[src/timer_pkg.sv]
package timer_pkg;

   // ==========================================================
   // Register indices, byte address is four times the index
   localparam logic [5:0] IDX_CAPTURE_LO = 6'h26;
   localparam logic [5:0] IDX_CAPTURE_HI = 6'h27;
   localparam logic [5:0] IDX_CMP_B_LO   = 6'h28;
   localparam logic [5:0] IDX_CMP_B_HI   = 6'h29;
   localparam logic [5:0] IDX_CMP_A_LO   = 6'h2A;
   localparam logic [5:0] IDX_CMP_A_HI   = 6'h2B;
   localparam logic [5:0] IDX_WCNT_LO    = 6'h2C;
   localparam logic [5:0] IDX_WCNT_HI    = 6'h2D;
   localparam logic [5:0] IDX_WCTL_B     = 6'h2E;
   localparam logic [5:0] IDX_WCTL_A     = 6'h2F;
   localparam logic [5:0] IDX_PIN_DIR    = 6'h30;
   localparam logic [5:0] IDX_NCNT       = 6'h32;
   localparam logic [5:0] IDX_NCTL       = 6'h33;
   localparam logic [5:0] IDX_FLAG       = 6'h38;
   localparam logic [5:0] IDX_MASK       = 6'h39;

   // ==========================================================
   // Field positions and write masks
   localparam int FLAG_NARROW_OVF = 0;
   localparam int FLAG_CAPTURE    = 3;
   localparam int FLAG_CMP_B      = 5;
   localparam int FLAG_CMP_A      = 6;
   localparam int FLAG_WIDE_OVF   = 7;
   localparam int CTLB_FILTER     = 7;
   localparam int CTLB_EDGE       = 6;
   localparam int CTLB_CLEAR      = 3;
   localparam int DIR_A           = 0;
   localparam int DIR_B           = 1;
   localparam int PIN_NARROW      = 0;
   localparam int PIN_WIDE        = 1;
   localparam int PIN_CAPTURE     = 2;
   localparam logic [7:0] NCTL_WMASK = 8'h07;
   localparam logic [7:0] WCTLA_WMASK = 8'hF3;
   localparam logic [7:0] WCTLB_WMASK = 8'hCF;
   localparam logic [7:0] FLAG_MASK  = 8'hE9;
   localparam logic [7:0] DIR_MASK   = 8'h03;
   localparam logic [7:0] REG_RESET  = 8'h00;

   // ==========================================================
   // Encodings and counts
   localparam logic [2:0] CS_STOP     = 3'h0;
   localparam logic [2:0] CS_CK       = 3'h1;
   localparam logic [2:0] CS_DIV8     = 3'h2;
   localparam logic [2:0] CS_DIV64    = 3'h3;
   localparam logic [2:0] CS_DIV256   = 3'h4;
   localparam logic [2:0] CS_DIV1024  = 3'h5;
   localparam logic [2:0] CS_EXT_FALL = 3'h6;
   localparam logic [2:0] CS_EXT_RISE = 3'h7;
   localparam logic [1:0] COM_OFF     = 2'h0;
   localparam logic [1:0] COM_TOGGLE  = 2'h1;
   localparam logic [1:0] COM_CLEAR   = 2'h2;
   localparam logic [1:0] COM_SET     = 2'h3;
   localparam logic [1:0] PWM_OFF     = 2'h0;
   localparam logic [1:0] PWM_8       = 2'h1;
   localparam logic [1:0] PWM_9       = 2'h2;
   localparam logic [15:0] TOP_8      = 16'h00FF;
   localparam logic [15:0] TOP_9      = 16'h01FF;
   localparam logic [15:0] TOP_10     = 16'h03FF;
   localparam logic [15:0] WIDE_MAX   = 16'hFFFF;
   localparam logic [7:0]  NARROW_MAX = 8'hFF;
   localparam int PSC_W      = 10;
   localparam int FILTER_LEN = 4;
   localparam logic [1:0] RESP_OKAY   = 2'h0;
   localparam logic [1:0] RESP_SLVERR = 2'h2;

   // ==========================================================
   typedef struct packed {
      logic [7:0]  awaddr;
      logic        awvalid;
      logic [31:0] wdata;
      logic [3:0]  wstrb;
      logic        wvalid;
      logic        bready;
      logic [7:0]  araddr;
      logic        arvalid;
      logic        rready;
   } axi_req_t;

   typedef struct packed {
      logic        awready;
      logic        wready;
      logic        bvalid;
      logic [1:0]  bresp;
      logic        arready;
      logic        rvalid;
      logic [31:0] rdata;
      logic [1:0]  rresp;
   } axi_rsp_t;

   typedef struct packed {
      axi_rsp_t rsp;
      logic aw_full; logic w_full; logic [5:0] aw_idx;
      logic [7:0] wbyte; logic wlane;
      logic [PSC_W-1:0] psc;
      logic [2:0] sync1; logic [2:0] sync2; logic [2:0] sync3; logic [2:0] lvl;
      logic [7:0] nctl; logic [7:0] ncnt; logic [7:0] wctl_a; logic [7:0] wctl_b;
      logic [7:0] flags; logic [7:0] mask; logic [7:0] pin_dir; logic [7:0] temp;
      logic [15:0] wcnt; logic [15:0] cmp_a; logic [15:0] cmp_b;
      logic [15:0] act_a; logic [15:0] act_b; logic [15:0] cap;
      logic moved; logic down; logic [FILTER_LEN-1:0] hist; logic cap_cond;
      logic out_a; logic out_b; logic drive_a; logic drive_b;
   } state_t;

endpackage

[src/dual_timer_counter_unit.sv]
// Our own choice: the AXI4-Lite interface to the registers.
`timescale 1ns/100ps

// Summary of operation
// - One shared 10-bit prescaler gives CK/8, /64, /256, /1024 taps to both counters.
// - Narrow clock select: stop, CK, four taps, external falling, external rising.
// - External clock pin advances the counter even when configured as an output.
// - External count clock is sampled on the rising system clock edge.
// - Narrow counter counts up, is read/write, resumes after a write.
// - Narrow control upper five bits are read-only zero.
// - Narrow overflow sets a shared flag; the shared mask register only stores its bit and gates nothing.
// - Wide counter has the same clock choices as the narrow one.
// - Wide overflow, compare and capture flags sit in the shared flag register.
// - Wide counter is compared continuously against compare A and B.
// - Compare A match may clear the counter; matches act on output pins.
// - PWM mode gives dual glitch-free centred PWM of 8, 9 or 10 bits.
// - Capture pin event copies the wide counter into the capture register.
// - Capture pin feeds the noise canceller permanently.
// - With filtering on, four matching samples are needed before capture.
// - Compare action field: off, toggle, clear, set on a match.
// - Compare pin is driven only when its direction bit selects output.
// - In PWM mode the compare action field has PWM meaning.
// - PWM select: off, 8-bit, 9-bit, 10-bit.
// - Clear-on-match zeroes the counter the cycle after compare A match, only when PWM mode is off.
// - Sixteen-bit access via shared byte latch: write high first, read low first.
// - Edge select zero captures falling edge, one captures rising edge.
module dual_timer_counter_unit (
   input  wire logic               clk_sys_i,
   input  wire logic               rst_i,
   input  wire timer_pkg::axi_req_t axi_req_i,
   output timer_pkg::axi_rsp_t     axi_rsp_o,
   input  wire logic               narrow_ext_clock_pin_i,
   input  wire logic               wide_ext_clock_pin_i,
   input  wire logic               capture_pin_i,
   output logic                    compare_a_pin_o,
   output logic                    compare_a_pin_oe_o,
   output logic                    compare_b_pin_o,
   output logic                    compare_b_pin_oe_o
);
   import timer_pkg::*;

   state_t      s_reg;
   state_t      s_next;
   logic [4:0]  div_tick;
   logic [2:0]  agree;
   logic [2:0]  rise;
   logic [2:0]  fall;
   logic        tick0;
   logic        tick1;
   logic        pwm_on;
   logic [15:0] top;
   logic        match_a;
   logic        match_b;
   logic        qual;
   logic        cap_evt;
   logic        do_write;
   logic        mapped;
   logic [7:0]  set_f;
   logic [7:0]  clr_f;
   logic [7:0]  rbyte;
   logic [5:0]  ridx;

   // ==========================================================
   // Helpers
   function automatic logic sel_tick(input logic [2:0] cs, input logic [4:0] dt,
                                     input logic r, input logic f);
      logic t;
      t = 1'b0;

      case (cs)
         CS_STOP:     t = 1'b0;
         CS_CK:       t = dt[0];
         CS_DIV8:     t = dt[1];
         CS_DIV64:    t = dt[2];
         CS_DIV256:   t = dt[3];
         CS_DIV1024:  t = dt[4];
         CS_EXT_FALL: t = f;
         CS_EXT_RISE: t = r;
         default:     t = 1'b0;
      endcase
      return t;
   endfunction

   function automatic logic pin_act(input logic [1:0] com, input logic pwm,
                                    input logic down, input logic old);
      logic v;
      v = old;

      if (pwm) begin
         // Non-inverted clears on the way up, inverted sets on the way up
         if (com == COM_CLEAR) begin
            v = down;
         end else if (com == COM_SET) begin
            v = ~down;
         end
      end else begin
         case (com)
            COM_OFF:    v = old;
            COM_TOGGLE: v = ~old;
            COM_CLEAR:  v = 1'b0;
            COM_SET:    v = 1'b1;
            default:    v = old;
         endcase
      end
      return v;
   endfunction

   function automatic logic is_mapped(input logic [5:0] idx);
      logic m;
      m = 1'b0;
      case (idx)
         IDX_CAPTURE_LO: m = 1'b1;
         IDX_CAPTURE_HI: m = 1'b1;
         IDX_CMP_B_LO:   m = 1'b1;
         IDX_CMP_B_HI:   m = 1'b1;
         IDX_CMP_A_LO:   m = 1'b1;
         IDX_CMP_A_HI:   m = 1'b1;
         IDX_WCNT_LO:    m = 1'b1;
         IDX_WCNT_HI:    m = 1'b1;
         IDX_WCTL_B:     m = 1'b1;
         IDX_WCTL_A:     m = 1'b1;
         IDX_PIN_DIR:    m = 1'b1;
         IDX_NCNT:       m = 1'b1;
         IDX_NCTL:       m = 1'b1;
         IDX_FLAG:       m = 1'b1;
         IDX_MASK:       m = 1'b1;
         // Gaps in the map answer with an error
         default:        m = 1'b0;
      endcase
      return m;
   endfunction

   // ==========================================================
   // Next state
   always_comb begin
      s_next = s_reg;
      set_f  = 8'h00;
      clr_f  = 8'h00;
      rbyte  = 8'h00;
      ridx   = axi_req_i.araddr[7:2];

      // Free-running prescaler, taps shared by both counters
      s_next.psc  = s_reg.psc + 1'b1;

      div_tick[0] = 1'b1;
      div_tick[1] = &s_reg.psc[2:0];
      div_tick[2] = &s_reg.psc[5:0];
      div_tick[3] = &s_reg.psc[7:0];
      div_tick[4] = &s_reg.psc[PSC_W-1:0];

      // Pads taken straight, so an output-configured pin still counts
      s_next.sync1 = {capture_pin_i, wide_ext_clock_pin_i, narrow_ext_clock_pin_i};
      s_next.sync2 = s_reg.sync1;
      s_next.sync3 = s_reg.sync2;

      agree        = ~(s_reg.sync2 ^ s_reg.sync3);
      s_next.lvl   = (agree & s_reg.sync2) | (~agree & s_reg.lvl);

      rise         = s_next.lvl & ~s_reg.lvl;
      fall         = ~s_next.lvl & s_reg.lvl;

      tick0 = sel_tick(s_reg.nctl[2:0], div_tick, rise[PIN_NARROW],
                       fall[PIN_NARROW]);

      tick1 = sel_tick(s_reg.wctl_b[2:0], div_tick, rise[PIN_WIDE],
                       fall[PIN_WIDE]);

      // ==========================================================
      // Narrow counter
      if (tick0) begin
         s_next.ncnt = s_reg.ncnt + 8'h01;
         if (s_reg.ncnt == NARROW_MAX) begin
            set_f[FLAG_NARROW_OVF] = 1'b1;
         end
      end

      // ==========================================================
      // Wide counter
      case (s_reg.wctl_a[1:0])
         PWM_OFF: top = WIDE_MAX;
         PWM_8:   top = TOP_8;
         PWM_9:   top = TOP_9;
         default: top = TOP_10;
      endcase

      pwm_on  = s_reg.wctl_a[1:0] != PWM_OFF;

      // Match seen only in the cycle right after the counter moves onto the value
      match_a = s_reg.moved && s_reg.wcnt == s_reg.act_a;
      match_b = s_reg.moved && s_reg.wcnt == s_reg.act_b;

      s_next.moved = 1'b0;
      if (match_a && s_reg.wctl_b[CTLB_CLEAR] && !pwm_on) begin
         s_next.wcnt  = 16'h0000;
         s_next.moved = 1'b1;
      end else if (tick1) begin
         s_next.moved = 1'b1;
         if (!pwm_on) begin
            s_next.wcnt = s_reg.wcnt + 16'h0001;
            if (s_reg.wcnt == WIDE_MAX) begin
               set_f[FLAG_WIDE_OVF] = 1'b1;
            end
         end else if (!s_reg.down) begin
            if (s_reg.wcnt >= top) begin
               s_next.down = 1'b1;
               s_next.wcnt = top - 16'h0001;
            end else begin
               s_next.wcnt = s_reg.wcnt + 16'h0001;
            end
         end else if (s_reg.wcnt == 16'h0000) begin
            s_next.down = 1'b0;
            s_next.wcnt = 16'h0001;
            set_f[FLAG_WIDE_OVF] = 1'b1;
         end else begin
            s_next.wcnt = s_reg.wcnt - 16'h0001;
         end
      end

      if (!pwm_on) begin
         s_next.down = 1'b0;
      end

      // In PWM mode compare copies move only at top, so a pulse never splits; otherwise they follow every cycle
      if (!pwm_on || s_reg.wcnt == top) begin
         s_next.act_a = s_reg.cmp_a;
         s_next.act_b = s_reg.cmp_b;
      end

      if (match_a) begin
         set_f[FLAG_CMP_A] = 1'b1;
         s_next.out_a = pin_act(s_reg.wctl_a[7:6], pwm_on, s_reg.down, s_reg.out_a);
      end

      if (match_b) begin
         set_f[FLAG_CMP_B] = 1'b1;
         s_next.out_b = pin_act(s_reg.wctl_a[5:4], pwm_on, s_reg.down, s_reg.out_b);
      end

      s_next.drive_a = s_reg.pin_dir[DIR_A] && s_reg.wctl_a[7:6] != COM_OFF &&
                       !(pwm_on && s_reg.wctl_a[7:6] == COM_TOGGLE);

      s_next.drive_b = s_reg.pin_dir[DIR_B] && s_reg.wctl_a[5:4] != COM_OFF &&
                       !(pwm_on && s_reg.wctl_a[5:4] == COM_TOGGLE);

      // ==========================================================
      // Capture with optional four-sample canceller
      s_next.hist = {s_reg.hist[FILTER_LEN-2:0], s_next.lvl[PIN_CAPTURE]};
      qual = s_reg.wctl_b[CTLB_EDGE] ? &s_next.hist : ~|s_next.hist;
      s_next.cap_cond = qual;

      if (s_reg.wctl_b[CTLB_FILTER]) begin
         cap_evt = qual && !s_reg.cap_cond;
      end else begin
         cap_evt = s_reg.wctl_b[CTLB_EDGE] ? rise[PIN_CAPTURE] : fall[PIN_CAPTURE];
      end

      if (cap_evt) begin
         s_next.cap = s_reg.wcnt;
         set_f[FLAG_CAPTURE] = 1'b1;
      end

      // ==========================================================
      // Bus write side, address and data in either order
      if (axi_req_i.awvalid && s_reg.rsp.awready) begin
         s_next.aw_full = 1'b1;
         s_next.aw_idx  = axi_req_i.awaddr[7:2];
      end

      if (axi_req_i.wvalid && s_reg.rsp.wready) begin
         s_next.w_full = 1'b1;
         s_next.wbyte  = axi_req_i.wdata[7:0];
         s_next.wlane  = axi_req_i.wstrb[0];
      end

      if (s_reg.rsp.bvalid && axi_req_i.bready) begin
         s_next.rsp.bvalid = 1'b0;
      end

      do_write = s_reg.aw_full && s_reg.w_full && !s_reg.rsp.bvalid;
      mapped   = is_mapped(s_reg.aw_idx);

      if (do_write) begin
         s_next.aw_full    = 1'b0;
         s_next.w_full     = 1'b0;
         s_next.rsp.bvalid = 1'b1;
         s_next.rsp.bresp  = mapped ? RESP_OKAY : RESP_SLVERR;
         if (s_reg.wlane) begin
            case (s_reg.aw_idx)
               IDX_NCTL:   s_next.nctl = s_reg.wbyte & NCTL_WMASK;
               IDX_NCNT:   s_next.ncnt = s_reg.wbyte;
               IDX_WCTL_A: s_next.wctl_a = s_reg.wbyte & WCTLA_WMASK;
               IDX_WCTL_B: s_next.wctl_b = s_reg.wbyte & WCTLB_WMASK;
               IDX_WCNT_HI, IDX_CMP_A_HI, IDX_CMP_B_HI: s_next.temp = s_reg.wbyte;
               IDX_WCNT_LO: begin
                  s_next.wcnt  = {s_reg.temp, s_reg.wbyte};
                  s_next.moved = 1'b0;
               end
               IDX_CMP_A_LO: s_next.cmp_a = {s_reg.temp, s_reg.wbyte};
               IDX_CMP_B_LO: s_next.cmp_b = {s_reg.temp, s_reg.wbyte};
               IDX_FLAG:    clr_f = s_reg.wbyte & FLAG_MASK;
               IDX_MASK:    s_next.mask = s_reg.wbyte & FLAG_MASK;
               IDX_PIN_DIR: s_next.pin_dir = s_reg.wbyte & DIR_MASK;
               default: ;
            endcase
         end
      end

      // A hardware event beats a clear in the same cycle
      s_next.flags = (s_reg.flags & ~clr_f) | set_f;

      // ==========================================================
      // Bus read side, low byte read loads the latch
      if (s_reg.rsp.rvalid && axi_req_i.rready) begin
         s_next.rsp.rvalid = 1'b0;
      end

      if (axi_req_i.arvalid && s_reg.rsp.arready) begin
         case (ridx)
            IDX_NCTL:   rbyte = s_reg.nctl;
            IDX_NCNT:   rbyte = s_reg.ncnt;
            IDX_WCTL_A: rbyte = s_reg.wctl_a;
            IDX_WCTL_B: rbyte = s_reg.wctl_b;
            IDX_WCNT_HI, IDX_CMP_A_HI, IDX_CMP_B_HI, IDX_CAPTURE_HI: rbyte = s_reg.temp;
            IDX_WCNT_LO: begin
               rbyte       = s_reg.wcnt[7:0];
               s_next.temp = s_reg.wcnt[15:8];
            end
            IDX_CMP_A_LO: begin
               rbyte       = s_reg.cmp_a[7:0];
               s_next.temp = s_reg.cmp_a[15:8];
            end
            IDX_CMP_B_LO: begin
               rbyte       = s_reg.cmp_b[7:0];
               s_next.temp = s_reg.cmp_b[15:8];
            end
            IDX_CAPTURE_LO: begin
               rbyte       = s_reg.cap[7:0];
               s_next.temp = s_reg.cap[15:8];
            end
            IDX_FLAG:    rbyte = s_reg.flags;
            IDX_MASK:    rbyte = s_reg.mask;
            IDX_PIN_DIR: rbyte = s_reg.pin_dir;
            default:     rbyte = 8'h00;
         endcase

         s_next.rsp.rvalid = 1'b1;
         s_next.rsp.rdata  = {24'h00_0000, rbyte};
         s_next.rsp.rresp  = is_mapped(ridx) ? RESP_OKAY : RESP_SLVERR;
      end

      // One transfer in flight per direction keeps the slave simple
      s_next.rsp.awready = !s_next.aw_full && !s_next.rsp.bvalid && !do_write;
      s_next.rsp.wready  = !s_next.w_full && !s_next.rsp.bvalid && !do_write;
      s_next.rsp.arready = !s_next.rsp.rvalid;
   end

   // ==========================================================
   // State register
   always_ff @(posedge clk_sys_i) begin
      if (rst_i) begin
         s_reg <= '0;
      end else begin
         s_reg <= s_next;
      end
   end

   assign axi_rsp_o          = s_reg.rsp;
   assign compare_a_pin_o    = s_reg.out_a;
   assign compare_a_pin_oe_o = s_reg.drive_a;
   assign compare_b_pin_o    = s_reg.out_b;
   assign compare_b_pin_oe_o = s_reg.drive_b;

endmodule // dual_timer_counter_unit

[config.mk]
export PLATFORM = sky130hd
export DESIGN_NAME = dual_timer_counter_unit
export DESIGN_NICKNAME = d
export VERILOG_FILES = /design/src/timer_pkg.sv /design/src/dual_timer_counter_unit.sv
export SDC_FILE = /design/constraint.sdc
export NUM_CORES = 1
export LEC_CHECK = 0
export BUFFER_PORTS_ARGS = -buffer_cell sky130_fd_sc_hd__buf_4
export CAP_MARGIN = 10
export CORE_ASPECT_RATIO = 0.75
export CORE_MARGIN = 2
export CORE_UTILIZATION = 32
export CTS_BUF_LIST = sky130_fd_sc_hd__clkbuf_16
export DETAILED_ROUTE_END_ITERATION = 16
export GPL_TIMING_DRIVEN = 0
export HOLD_SLACK_MARGIN = 0.08
export PLACE_DENSITY = 0.58
export SYNTH_ARGS = -nofsm -noshare
export SYNTH_HDL_FRONTEND = slang
export SYNTH_SLANG_ARGS = --single-unit
[constraint.sdc]
create_clock -name clk_sys_i -period 5.6 [get_ports clk_sys_i]
set_input_delay 0.84 -clock clk_sys_i [delete_from_list [all_inputs] [get_ports clk_sys_i]]
set_output_delay 0.84 -clock clk_sys_i [all_outputs]
set_load 0.02 [all_outputs]
=== After elaboration in Yosys (flattened, before gate mapping) ===
Memories as Yosys holds them, arrays and structs flattened. A register that Yosys moved wholly into a read port is not among the register bits.
Cells that the tools add are included.

* Bits in registers: 208
* ROM bits: 128
* Input port bits: 62
* Output and inout port bits: 45
* Word-level logic and storage cells: 257
* Memories kept: 2

{| class="wikitable"
|+ Memory list
! memory !! depth !! bits a word !! read ports !! clocked after Yosys merged registers in !! write ports !! line !! RTL
|-
| (no name shown) || 64 || 1 || 1 || 1 || 0 || dual_timer_counter_unit.sv:111 || <nowiki>case (idx)</nowiki>
|-
| (no name shown) || 64 || 1 || 1 || 0 || 0 || dual_timer_counter_unit.sv:111 ||
|}

* Add/sub/neg operators: 5
* $lt $le $gt $ge: 1
* Eq/ne operators: 59
* Muxes and demuxes: 70
* Bitwise gates (word level): 18
* Reduce and logical (&&, ||, !) cells: 62

{| class="wikitable"
|+ Operators with widths
! kind !! count
|-
| == test 6 bit (second input constant) || 28
|-
| two-way mux 16 bit || 9
|-
| two-way mux 56 bit || 2
|-
| case mux 8 bit (12 select lines) || 1
|-
| two-way mux 8 bit || 9
|-
| == test 16 bit || 3
|-
| two-way mux 24 bit || 2
|-
| case mux 16 bit (3 select lines) || 1
|-
| two-way mux 35 bit || 1
|-
| two-way mux 1 bit || 33
|-
| AND reduction 3 bit || 11
|-
| case mux 8 bit (4 select lines) || 1
|-
| subtractor 16 x 1 -> 16 bit (second input constant) || 2
|-
| == test 3 bit (second input constant) || 8
|-
| logical AND 1 bit || 22
|-
| adder 16 x 1 -> 16 bit (second input constant) || 1
|-
| == test 16 bit (second input constant) || 1
|-
| >= comparator 16 bit || 1
|-
| zero test 16 bit || 1
|-
| case mux 1 bit (8 select lines) || 2
|-
| bitwise AND 3 bit || 4
|-
| == test 3 x 2 -> 1 bit (second input constant) || 4
|-
| two-way mux 6 bit || 2
|-
| inverter 3 bit || 4
|-
| 29 further kinds || 62
|}

=== Logic depth before layout (Yosys ltp) ===
Gate-level depths: netlist (run 1).

* Word-level depth: 15
* Depth in mapped cells: 13
* Gate-level depth less buffers: 10

=== Least setup slack after synthesis (run 1) ===
No wires, ideal clock.

* Path kind: register to register
* Start: register s_reg[147] (netlist name)
* End: register s_reg[104] (netlist name)
* Library setup time: 0.117 ns
* Arrival time: 2.903 ns
* Data required time: 5.483 ns
* Setup slack: 2.580 ns
* Cell stages (with the launch flop): 14
* Buffers on the path: 3
* Period minus slack after synthesis: 3.020 ns
* Path through: dfxtp_1 inv_1 ha_1 clkbuf_1 clkbuf_1 inv_1 ha_1 and4_1 and4bb_2 a211oi_1 buf_2 nor2_1 o2111ai_1 a32o_1

* Cells in the longest elaborated chain, start to end: 11
* Elaborated cells between the ends (all ways): 17
* Those cells by class: add/sub (1); order compare (1); eq/ne (2); mux (9); reduce/logical (4)

{| class="wikitable"
|+ RTL lines
! what !! line !! RTL
|-
| start: declaration || dual_timer_counter_unit.sv:42 || <nowiki>state_t s_reg;</nowiki>
|-
| start signal: assignment || dual_timer_counter_unit.sv:363 || <nowiki>s_reg <= s_next;</nowiki>
|-
| == test 2 bit (tied with other cells) || dual_timer_counter_unit.sv:179 || <nowiki>case (s_reg.wctl_a[1:0])</nowiki>
|-
| case mux 16 bit (3 select lines) || dual_timer_counter_unit.sv:179 ||
|-
| subtractor 16 x 1 -> 16 bit / >= comparator 16 bit (equally long branches) || dual_timer_counter_unit.sv:206, dual_timer_counter_unit.sv:204 ||
|-
| two-way mux 16 bit || dual_timer_counter_unit.sv:204 || <nowiki>if (s_reg.wcnt >= top) begin</nowiki>
|-
| two-way mux 16 bit || dual_timer_counter_unit.sv:203 || <nowiki>end else if (!s_reg.down) begin</nowiki>
|-
| two-way mux 16 bit || dual_timer_counter_unit.sv:198 || <nowiki>if (!pwm_on) begin</nowiki>
|-
| two-way mux 16 bit || dual_timer_counter_unit.sv:196 || <nowiki>end else if (tick1) begin</nowiki>
|-
| two-way mux 16 bit * || dual_timer_counter_unit.sv:193 || <nowiki>if (match_a && s_reg.wctl_b[CTLB_CLEAR] && !pwm_on) begin</nowiki>
|-
| two-way mux 16 bit || dual_timer_counter_unit.sv:288 || <nowiki>case (s_reg.aw_idx)</nowiki>
|-
| two-way mux 56 bit || dual_timer_counter_unit.sv:287 || <nowiki>if (s_reg.wlane) begin</nowiki>
|-
| two-way mux 56 bit * || dual_timer_counter_unit.sv:282 || <nowiki>if (do_write) begin</nowiki>
|}

Every way passes the cells marked *; elsewhere a longest branch is shown, timed or not.
A chain may end at the register's enable or synchronous reset.

=== Worst setup path after layout (run 1) ===
* Start: register s_reg[148] (netlist name)
* End: register s_reg[104] (netlist name)

Same word-level chain as after synthesis.

==> results of run 1 <==
## where the power goes
part           switching (uW)  total, uW  internal, uW
clock network             650       1560           910
registers                14.8       1470          1460
logic                     136        200          64.5
total                     801       3230          2430
## layout by cell type (no fill, tap or decap), types with 8 or more instances in the layout
master / count
sky130_fd_sc_hd__nand4_1: 12
sky130_fd_sc_hd__a21oi_1: 92
sky130_fd_sc_hd__clkbuf_16: 22
sky130_fd_sc_hd__nor4_1: 13
sky130_fd_sc_hd__buf_1: 10
sky130_fd_sc_hd__o31ai_1: 8
sky130_fd_sc_hd__clkbuf_1: 62
sky130_fd_sc_hd__or3_1: 12
sky130_fd_sc_hd__xnor2_1: 23
sky130_fd_sc_hd__xor2_1: 26
sky130_fd_sc_hd__a211oi_1: 16
sky130_fd_sc_hd__nor2b_1: 18
sky130_fd_sc_hd__mux2i_1: 73
sky130_fd_sc_hd__nor3_1: 16
sky130_fd_sc_hd__and3_1: 9
sky130_fd_sc_hd__nand2_1: 167
sky130_fd_sc_hd__ha_1: 15
sky130_fd_sc_hd__a22oi_1: 41
sky130_fd_sc_hd__conb_1: 26
sky130_fd_sc_hd__o21ai_0: 54
sky130_fd_sc_hd__nand3_1: 32
sky130_fd_sc_hd__buf_4: 87
sky130_fd_sc_hd__buf_2: 12
sky130_fd_sc_hd__dfxtp_1: 203
sky130_fd_sc_hd__nor2_1: 129
sky130_fd_sc_hd__inv_1: 23
## worst min-delay path by stage
| stage | startpoint | to | slack, ps |
|---|---|---|---|
| after floorplan | mapped | axi_rsp_o[37] | 390 |
| after global placement | s_next[178] | s_next[175] | 420 |
| after detailed placement | mapped | axi_rsp_o[37] | 410 |
| after CTS | s_next[178] | s_next[175] | 440 |
| after global routing | s_next[179] | s_next[176] | 460 |
| final | s_next[178] | s_next[175] | 430 |
## layer usage
layer,up-vias,wire [um],track usage (%)
met3,67,4470,6.12
met5,-,0,0
met4,0,803,5.54
met1,4698,17300,33.5
met2,544,14300,28.9
li1,4584,-,-
## stage by stage
step | instance area (um2) | power, uW | setup slack, ps | util (%) | cells
final | 12100 | 3230 | 1260 | 37.7 | 1803
after CTS | 12100 | 3240 | 1390 | 37.7 | 1802
after global routing | 12100 | 3330 | 1060 | 37.7 | 1803
after global placement | 11300 | 1700 | 1350 | 35.3 | 1761
after detailed placement | 11400 | 1700 | 1420 | 35.3 | 1762
after floorplan | 10500 | 1620 | 2580 | - | 1274
## layout make-up
| cell class | instances | share of cell area, % |
|---|---|---|
| multi-input cells | 925 | 46.8 |
| flip-flops and latches | 203 | 33.5 |
| plain buffers | 125 | 5.26 |
| well taps | 442 | 4.56 |
| clock buffers | 22 | 4.54 |
| repair buffers | 47 | 2.89 |
| clock inverters | 18 | 1.75 |
| inverters | 21 | 0.650 |
## logic make-up after synthesis
| family | after synthesis | share of synthesized area, % |
|---|---|---|
| fa+ha+maj | 15 | 1.81 |
| other cells | 1 | 0.0362 |
| flops | 203 | 39.2 |
| compound gates | 288 | 18.4 |
| buf+inv | 146 | 6.92 |
| simple gates | 467 | 21.7 |
| xor+xnor | 49 | 4.14 |
| mux | 80 | 7.81 |
## worst max-delay path: stages, from the launching register on
cell and delay [ps]:
sky130_fd_sc_hd__dfxtp_1 370, sky130_fd_sc_hd__inv_1 150, sky130_fd_sc_hd__ha_1 160, sky130_fd_sc_hd__clkbuf_1 370, sky130_fd_sc_hd__clkbuf_1 510, sky130_fd_sc_hd__inv_1 270, sky130_fd_sc_hd__ha_1 360, sky130_fd_sc_hd__and4_1 260
sky130_fd_sc_hd__and4bb_2 340, sky130_fd_sc_hd__a211oi_1 90, sky130_fd_sc_hd__buf_2 220, sky130_fd_sc_hd__nor2_1 600, sky130_fd_sc_hd__o2111ai_1 210, sky130_fd_sc_hd__a32o_1 310
==> results.md, run 1 <==
Die:
- The die outline width is 212 um.
- The core box area is 32,200 um2.
- The initial utilization of the core area, before any placement, comes to 32.2%.
- The number of cell rows is 57.
- The die area is 33,900 um2.
- The vertical die dimension is 160 um.
- During I/O placement, the number of pins put on the boundary was 107.

Worst setup path:
- The largest fanout on the critical path is 10.
- The most critical setup path has its endpoint at s_reg[104].
- The arrival time of the worst setup path is 4740 ps.
- For the worst setup path, the data required time is 6000 ps.
- The nature of the critical path startpoint is a flip-flop.
- The reg-to-reg critical path startpoint is s_reg[148].
- Measured in cells, the most critical reg-to-reg path has a length of 13.
- The endpoint kind of the worst setup timing path is a flip-flop.
- The critical path startpoint is s_reg[148].
- The critical path is of the reg2reg type.
- The setup check on the worst reg-to-reg path leaves a slack of 1260 ps.
- The reg-to-reg endpoint is s_reg[104].

GRT:
- The first global-routing pass estimated 56,100 um of wire.
- The total overflow left after global routing is 0.
- Global routing used 21.7% of the available tracks.
- The pin count of the biggest net entering global routing is 15.
- The via count of the first global-routing pass is 9,066.
- The initial antenna violation count came to 1.

Detailed routing:
- The first-pass detailed-route iteration total is 8.
- The detail route stage leaves a number of antenna-violating nets equal to 0.
- The via count is 9,893.
- In the final routed layout, each cell accounts on average for 20.5 um.
- Wires add up to 36,900 um.
- The DRC violation count after routing is 0.
- Using the TritonRoute via totals, the vias-per-cell ratio works out to 5.49.
- The detailed router's first-iteration violation count is 1,187.

Yosys:
- In this run the mean area of a mapped cell was 8.30 um2.
- In this run, distinct cell masters in the synthesized netlist total 79.
- In the synthesized netlist, the cells that appear most often are 203 x sky130_fd_sc_hd__dfxtp_1, 167 x sky130_fd_sc_hd__nand2_1, 129 x sky130_fd_sc_hd__nor2_1, 92 x sky130_fd_sc_hd__a21oi_1, 73 x sky130_fd_sc_hd__mux2i_1.
- During synthesis, Yosys emitted a total of 0 warnings.
- The most used flip-flop cell after synthesis is sky130_fd_sc_hd__dfxtp_1.
- The number of flip-flops and latches in the synthesized netlist is 203.
- In the synthesized netlist the async set-or-reset flop fraction comes to 0%.
- Sequential cells were found to cover 39.2% of the synthesized design area.
- The number of enable flip-flop cells after synthesis is 0.
- The cell area after synthesis is 10,400 um2.
- Summed over all instances, the cell type with the most area after synthesis is sky130_fd_sc_hd__dfxtp_1.
- By area the synthesized netlist is led by sky130_fd_sc_hd__dfxtp_1 39%, sky130_fd_sc_hd__mux2i_1 7.0%, sky130_fd_sc_hd__nand2_1 6.0%.
- Synthesis produced a netlist whose cell count is 1,249.
- sky130_fd_sc_hd__dfxtp_1 is the most common cell in the netlist.
- Of the post-synthesis cell area, the dominant cell type holds 39.2%.

Timing:
- The number of max-slew violations in the final report is 0.
- Setup violations remaining at the end of the flow were counted as 0.
- The number of hold-slack violations in the final timing report is 0.
- The worst-margin pin slew is 1360 ps.
- The highest achievable clock rate is 230 MHz.
- For the final routed database, the setup TNS stands at 0 ps.
- The relative slew slack is 8.78%.
- Between clock sinks in the finished design, the worst skew comes to 20.2 ps.
- The final period utilization is 77.6%.
- Setup repair after global routing left no endpoint under its margin.
- After layout, the minimum clock period comes to 4340 ps.
- The tightest hold path in the finished design has a slack of 434 ps.

Clock tree:
- Counting every sink on the clock net gives 203.
- The number of buffers inserted during clock tree synthesis is 22.
- The root buffer cell chosen for the clock tree is sky130_fd_sc_hd__clkbuf_16.
- The number of buffers between clock root and the deepest sink is 3.
- After clock tree synthesis, the clock-pin slew on the worst setup and hold paths is 60 ps.
- The depth of the CTS H-tree is 1.
- Once the clock tree was built, the resizer swapped 0 gates to a different size.
- The TritonCTS clock tree is built.
- Buffers inserted to repair hold after CTS numbered 0.
- The number of post-CTS setup repair buffers is 0.
- The clock reaches the later pin of the worst-skew pair after 520 ps.

Finish:
- The repair_antennas step left the layout with diodes totalling 0.
- The register area is 4060 um2.
- The synthesis-to-layout area growth is 17.0%.
- The number of nets in the finished design is 1,422.
- The flip-flop count of the largest register after layout is 174.
- The area of the multi-input gates is 5680 um2.
- The final-layout fill cell count is 3,311.
- The fraction of layout cells with a size suffix above 1 is 12.2%.

Outcome:
- The flow ran to the end, and the final reports show no timing, DRC or antenna violations.

Hold path:
- The path class of the lowest-slack min-delay path is reg2reg.
- The worst hold path depth is 1.

Pwr:
- The maximum vdd drop is 183 uV.
- In this run the static leakage power is 0.00481 uW.
- The areal power density over the cells is 267 nW/um2.

Placed design:
- The count of input and output buffers is 45.
- Once detailed placement completed, the half-perimeter wirelength came to 27,300 um.
- The placer's final routability congestion estimate is 0.941.

Job:
- Across the run, the number of max-cap violations was 0.
No activity file was read; power rests on OpenSTA's default activity.
==> run 2, diff against run 1 <==
--- a/config.mk
+++ b/config.mk
@@ -5,6 +5,7 @@
 export SDC_FILE = /design/constraint.sdc
 export NUM_CORES = 1
 export LEC_CHECK = 0
+export ABC_AREA = 1
 export BUFFER_PORTS_ARGS = -buffer_cell sky130_fd_sc_hd__buf_4
 export CAP_MARGIN = 10
 export CORE_ASPECT_RATIO = 0.75
@@ -14,7 +15,7 @@
 export DETAILED_ROUTE_END_ITERATION = 16
 export GPL_TIMING_DRIVEN = 0
 export HOLD_SLACK_MARGIN = 0.08
-export PLACE_DENSITY = 0.58
+export PLACE_DENSITY = 0.57
 export SYNTH_ARGS = -nofsm -noshare
 export SYNTH_HDL_FRONTEND = slang
 export SYNTH_SLANG_ARGS = --single-unit
==> constraint.sdc (replaced) <==
create_clock -name clk_sys_i -period 4.4 [get_ports clk_sys_i]
set_input_delay 0.66 -clock clk_sys_i [delete_from_list [all_inputs] [get_ports clk_sys_i]]
set_output_delay 0.66 -clock clk_sys_i [all_outputs]
set_load 0.02 [all_outputs]
==> results.md, run 2 <==
Outcome:
- The run finished with clean final reports.

GRT:
- The initial antenna violation count was 0.
- Global routing consumed, over all layers together, 22.3% of the routing resources.
- The via count of the first global-routing pass is 9,882.
- After global routing the overflow that remains totals 0.
- The first-pass GRT wire length is 60,100 um.
- The pin count of the biggest net entering global routing is 16.

Clock tree:
- CTS built an H-tree with a depth of 1.
- For the worst-skew pair, the clock arrives at the later sink with an insertion delay of 540 ps.
- Buffers inserted during clock tree synthesis total 23.
- Hold repair after CTS inserted 0 buffers.
- Clock tree synthesis found a total of 203 sinks.
- The total of cells resized after clock tree synthesis is 0.
- After clock tree synthesis, the clock-pin slew on the worst setup and hold paths is 60 ps.
- Post-CTS timing repair inserted 0 buffers for setup.
- The TritonCTS clock tree is built.
- The number of buffers between clock root and the deepest sink is 3.
- CTS placed an instance of sky130_fd_sc_hd__clkbuf_16 at the clock tree root.

Detailed routing:
- The final antenna-violating net count is 0.
- After detailed routing, the average wire length per cell comes to 19.0 um.
- The DRC violation count after routing is 0.
- The sum of routed wire length over all layers is 40,500 um.
- The first-pass detailed-route iteration total is 6.
- After detailed routing, the number of vias per cell comes to 5.16.
- For this block, the initial DRC count from the detailed router was 941.
- The routed layout has 11,000 vias.

Finish:
- The library cell used most frequently in the layout, excluding fill and tap cells, is sky130_fd_sc_hd__nand2_1.
- The final-layout fill cell count is 3,614.
- The library cells used most frequently in the layout, excluding fill and tap cells, are 251 x sky130_fd_sc_hd__nand2_1, 203 x sky130_fd_sc_hd__nor2_1, 203 x sky130_fd_sc_hd__dfxtp_1, 165 x sky130_fd_sc_hd__o21ai_0.
- The fraction of layout cells with a size suffix above 1 is 13.9%.
- The number of nets in the finished design is 1,745.
- The flip-flop count of the largest register after layout is 174.
- Relative to the synthesized area, the layout overhead comes to 16.0%.
- The antenna diode instance count is 0.

Pwr:
- Of the total power, registers draw 46.9%.
- The switching share of power is 25.4%.
- The maximum vdd drop is 303 uV.
- In this run the power density over the cells is 321 nW/um2.
- The internal power contribution is 3010 uW.
- Summed over all cells, the static leakage comes to 0.00538 uW.
- The clock network accounts for 47.2% of the total power.
- The net switching power of the design is 1030 uW.
- Combinational logic is responsible for 5.9% of the overall power.

Die:
- The initial cell density of the core is 32.5%.
- The die is 164 um tall.
- The core box area is 33,500 um2.
- The top-level port count is 107.
- The die is 217 um wide.
- The number of cell rows is 58.
- The die covers 35,400 um2.

Worst setup path:
- The arrival time of the worst setup path is 3960 ps.
- The cell type with the highest occurrence count on the critical path is sky130_fd_sc_hd__inv_1.
- In this design, the stage delay of the slowest critical-path cell is 570 ps.
- The largest fanout on the critical path is 15.
- The nature of the critical path startpoint is a flip-flop.
- Broken down by cell family, the worst path's largest delay share belongs to buffers and inverters.
- The required time of the worst setup path is 4870 ps.
- The critical path is of the reg2reg type.
- Counting both buffers and inverters, the worst setup path holds a total of 5.
- On the critical path, the stage with the largest delay is an instance of sky130_fd_sc_hd__clkinv_1.
- The endpoint kind of the worst setup timing path is a flip-flop.
- Walking the worst path, the cells encountered are inv_1 > ha_1 > clkinv_1 > ha_1 > nand2_1 > inv_1 > nand2_1 > nor2_1 > nand2_2 > inv_1 > nor2_4 > clkbuf_1 > o21ai_1 > a21oi_1.

Timing:
- The smallest clock period supported by the final layout is computed as 3500 ps.
- The final total negative setup slack is 0 ps.
- The number of hold-slack violations in the final timing report is 0.
- The number of max-slew violations in the final report is 0.
- The final period utilization is 79.4%.
- The relative slew slack is 39.7%.
- Static timing analysis puts the maximum clock frequency at 286 MHz.
- At the pin with the least slew margin, the transition time is 904 ps.
- The clock arrives with 15.8 ps of skew.
- The number of endpoints failing setup at the final stage is 0.
- The tightest hold path in the finished design has a slack of 331 ps.
- Setup repair after global routing left no endpoint under its margin.

Placed design:
- Summed over all nets, the half-perimeter wirelength after detailed placement is 30,900 um.
- The count of input and output buffers is 48.
- The placer's final routability congestion estimate is 0.956.

Yosys:
- Averaged over all synthesized cells, the footprint is 6.92 um2.
- Sorting the synthesized cells by area gives the leading types as sky130_fd_sc_hd__dfxtp_1 37%, sky130_fd_sc_hd__nand2_1 8.7%, sky130_fd_sc_hd__o21ai_0 7.6%.
- The top flip-flop cell by instance count after synthesis is sky130_fd_sc_hd__dfxtp_1.
- The number of flip-flops and latches in the synthesized netlist is 203.
- In this run, distinct cell masters in the synthesized netlist total 49.
- The cell count after synthesis is 1,570.
- The number of enable flip-flop cells after synthesis is 0.
- Of the post-synthesis cell area, the dominant cell type holds 37.4%.
- The mapped netlist covers 10,900 um2.
- In the synthesized netlist, the cells that appear most often are 251 x sky130_fd_sc_hd__nand2_1, 203 x sky130_fd_sc_hd__dfxtp_1, 203 x sky130_fd_sc_hd__nor2_1, 165 x sky130_fd_sc_hd__o21ai_0, 161 x sky130_fd_sc_hd__a21oi_1.
- The most common cell in the netlist is sky130_fd_sc_hd__nand2_1.
- The Yosys step of the flow raised 0 warnings.
- The dominant cell type by area after synthesis is sky130_fd_sc_hd__dfxtp_1.
- Of the synthesized area, sequential elements account for 37.4%.
- For this run, asynchronously set or reset flops after synthesis account for 0%.

Job:
- The max-capacitance violation count is 0.

Hold path:
- The path class of the tightest hold or removal check is in2reg.
[run 2: area by class of cell]
| cell class | count | area, um2 | area share (%) |
|---|---|---|---|
| Buffer | 108 | 689 | 5.47 |
| Clock buffer | 23 | 576 | 4.57 |
| Clock inverter | 17 | 148 | 1.17 |
| Inverter | 181 | 683 | 5.42 |
| Multi-Input combinational cell | 1103 | 5520 | 43.8 |
| Sequential cell | 203 | 4060 | 32.3 |
| Tap cell | 450 | 563 | 4.47 |
| Timing Repair Buffer | 48 | 360 | 2.86 |
[run 2: kinds of logic (layout without fill, tap and decap cells)]
logic type / after synthesis / count (layout) / synth area share [%]
AND/OR/NAND/NOR: 633 / 633 / 26.1
other: 1 / 26 / 0.0345
buffers and inverters: 289 / 377 / 12.6
flip-flops: 203 / 203 / 37.4
adder cells (fa/ha/maj): 15 / 15 / 1.73
XOR/XNOR: 22 / 22 / 1.77
AO/OA/AOI/OAI: 407 / 407 / 20.3
[run 2: worst reg2reg max path, stage by stage (launching register included)]
cell                       delay (ps)
sky130_fd_sc_hd__dfxtp_1          360
sky130_fd_sc_hd__inv_1            150
sky130_fd_sc_hd__ha_1             390
sky130_fd_sc_hd__clkinv_1         570
sky130_fd_sc_hd__ha_1             520
sky130_fd_sc_hd__nand2_1           70
sky130_fd_sc_hd__inv_1             50
sky130_fd_sc_hd__nand2_1           80
sky130_fd_sc_hd__nor2_1            60
sky130_fd_sc_hd__nand2_2           80
sky130_fd_sc_hd__inv_1             80
sky130_fd_sc_hd__nor2_4           200
sky130_fd_sc_hd__clkbuf_1         400
sky130_fd_sc_hd__o21ai_1          230
sky130_fd_sc_hd__a21oi_1          200
[run 2: power by group through the flow]
stage / Combinational (uW) / Sequential [uW] / Clock [uW]
floorplan: 150 / 1920 / 0
global placement: 234 / 1930 / 0
detailed placement: 235 / 1930 / 0
CTS: 235 / 1890 / 1920
global route: 260 / 1900 / 1990
finish: 239 / 1890 / 1910
[run 2: layer usage]
layer	GRT usage, %	wire length (um)
met5	0	0
met2	32.4	16400
met4	5.04	944
met1	33.1	18800
met3	5.18	4350
[run 2: stage by stage]
step | setup slack, ps | area (um2) | cells | util [%] | total power (uW)
after floorplan | 2010 | 11000 | 1595 | - | 2070
after global placement | 1080 | 11900 | 2093 | 35.5 | 2170
after detailed placement | 975 | 11900 | 2093 | 35.5 | 2170
after CTS | 971 | 12600 | 2133 | 37.7 | 4050
after global routing | 667 | 12600 | 2133 | 37.7 | 4140
final | 905 | 12600 | 2133 | 37.7 | 4040
[run 2: path summary, 6_finish.rpt]
check,startpoint,to,slack (ps),cells past startpoint
setup / recovery,s_reg[147],s_reg[58],900,14
hold / removal,wide_ext_clock_pin_i,s_next[178],330,3
setup reg to reg,s_reg[147],s_reg[58],900,14
hold reg to reg,s_next[177],s_next[174],400,2
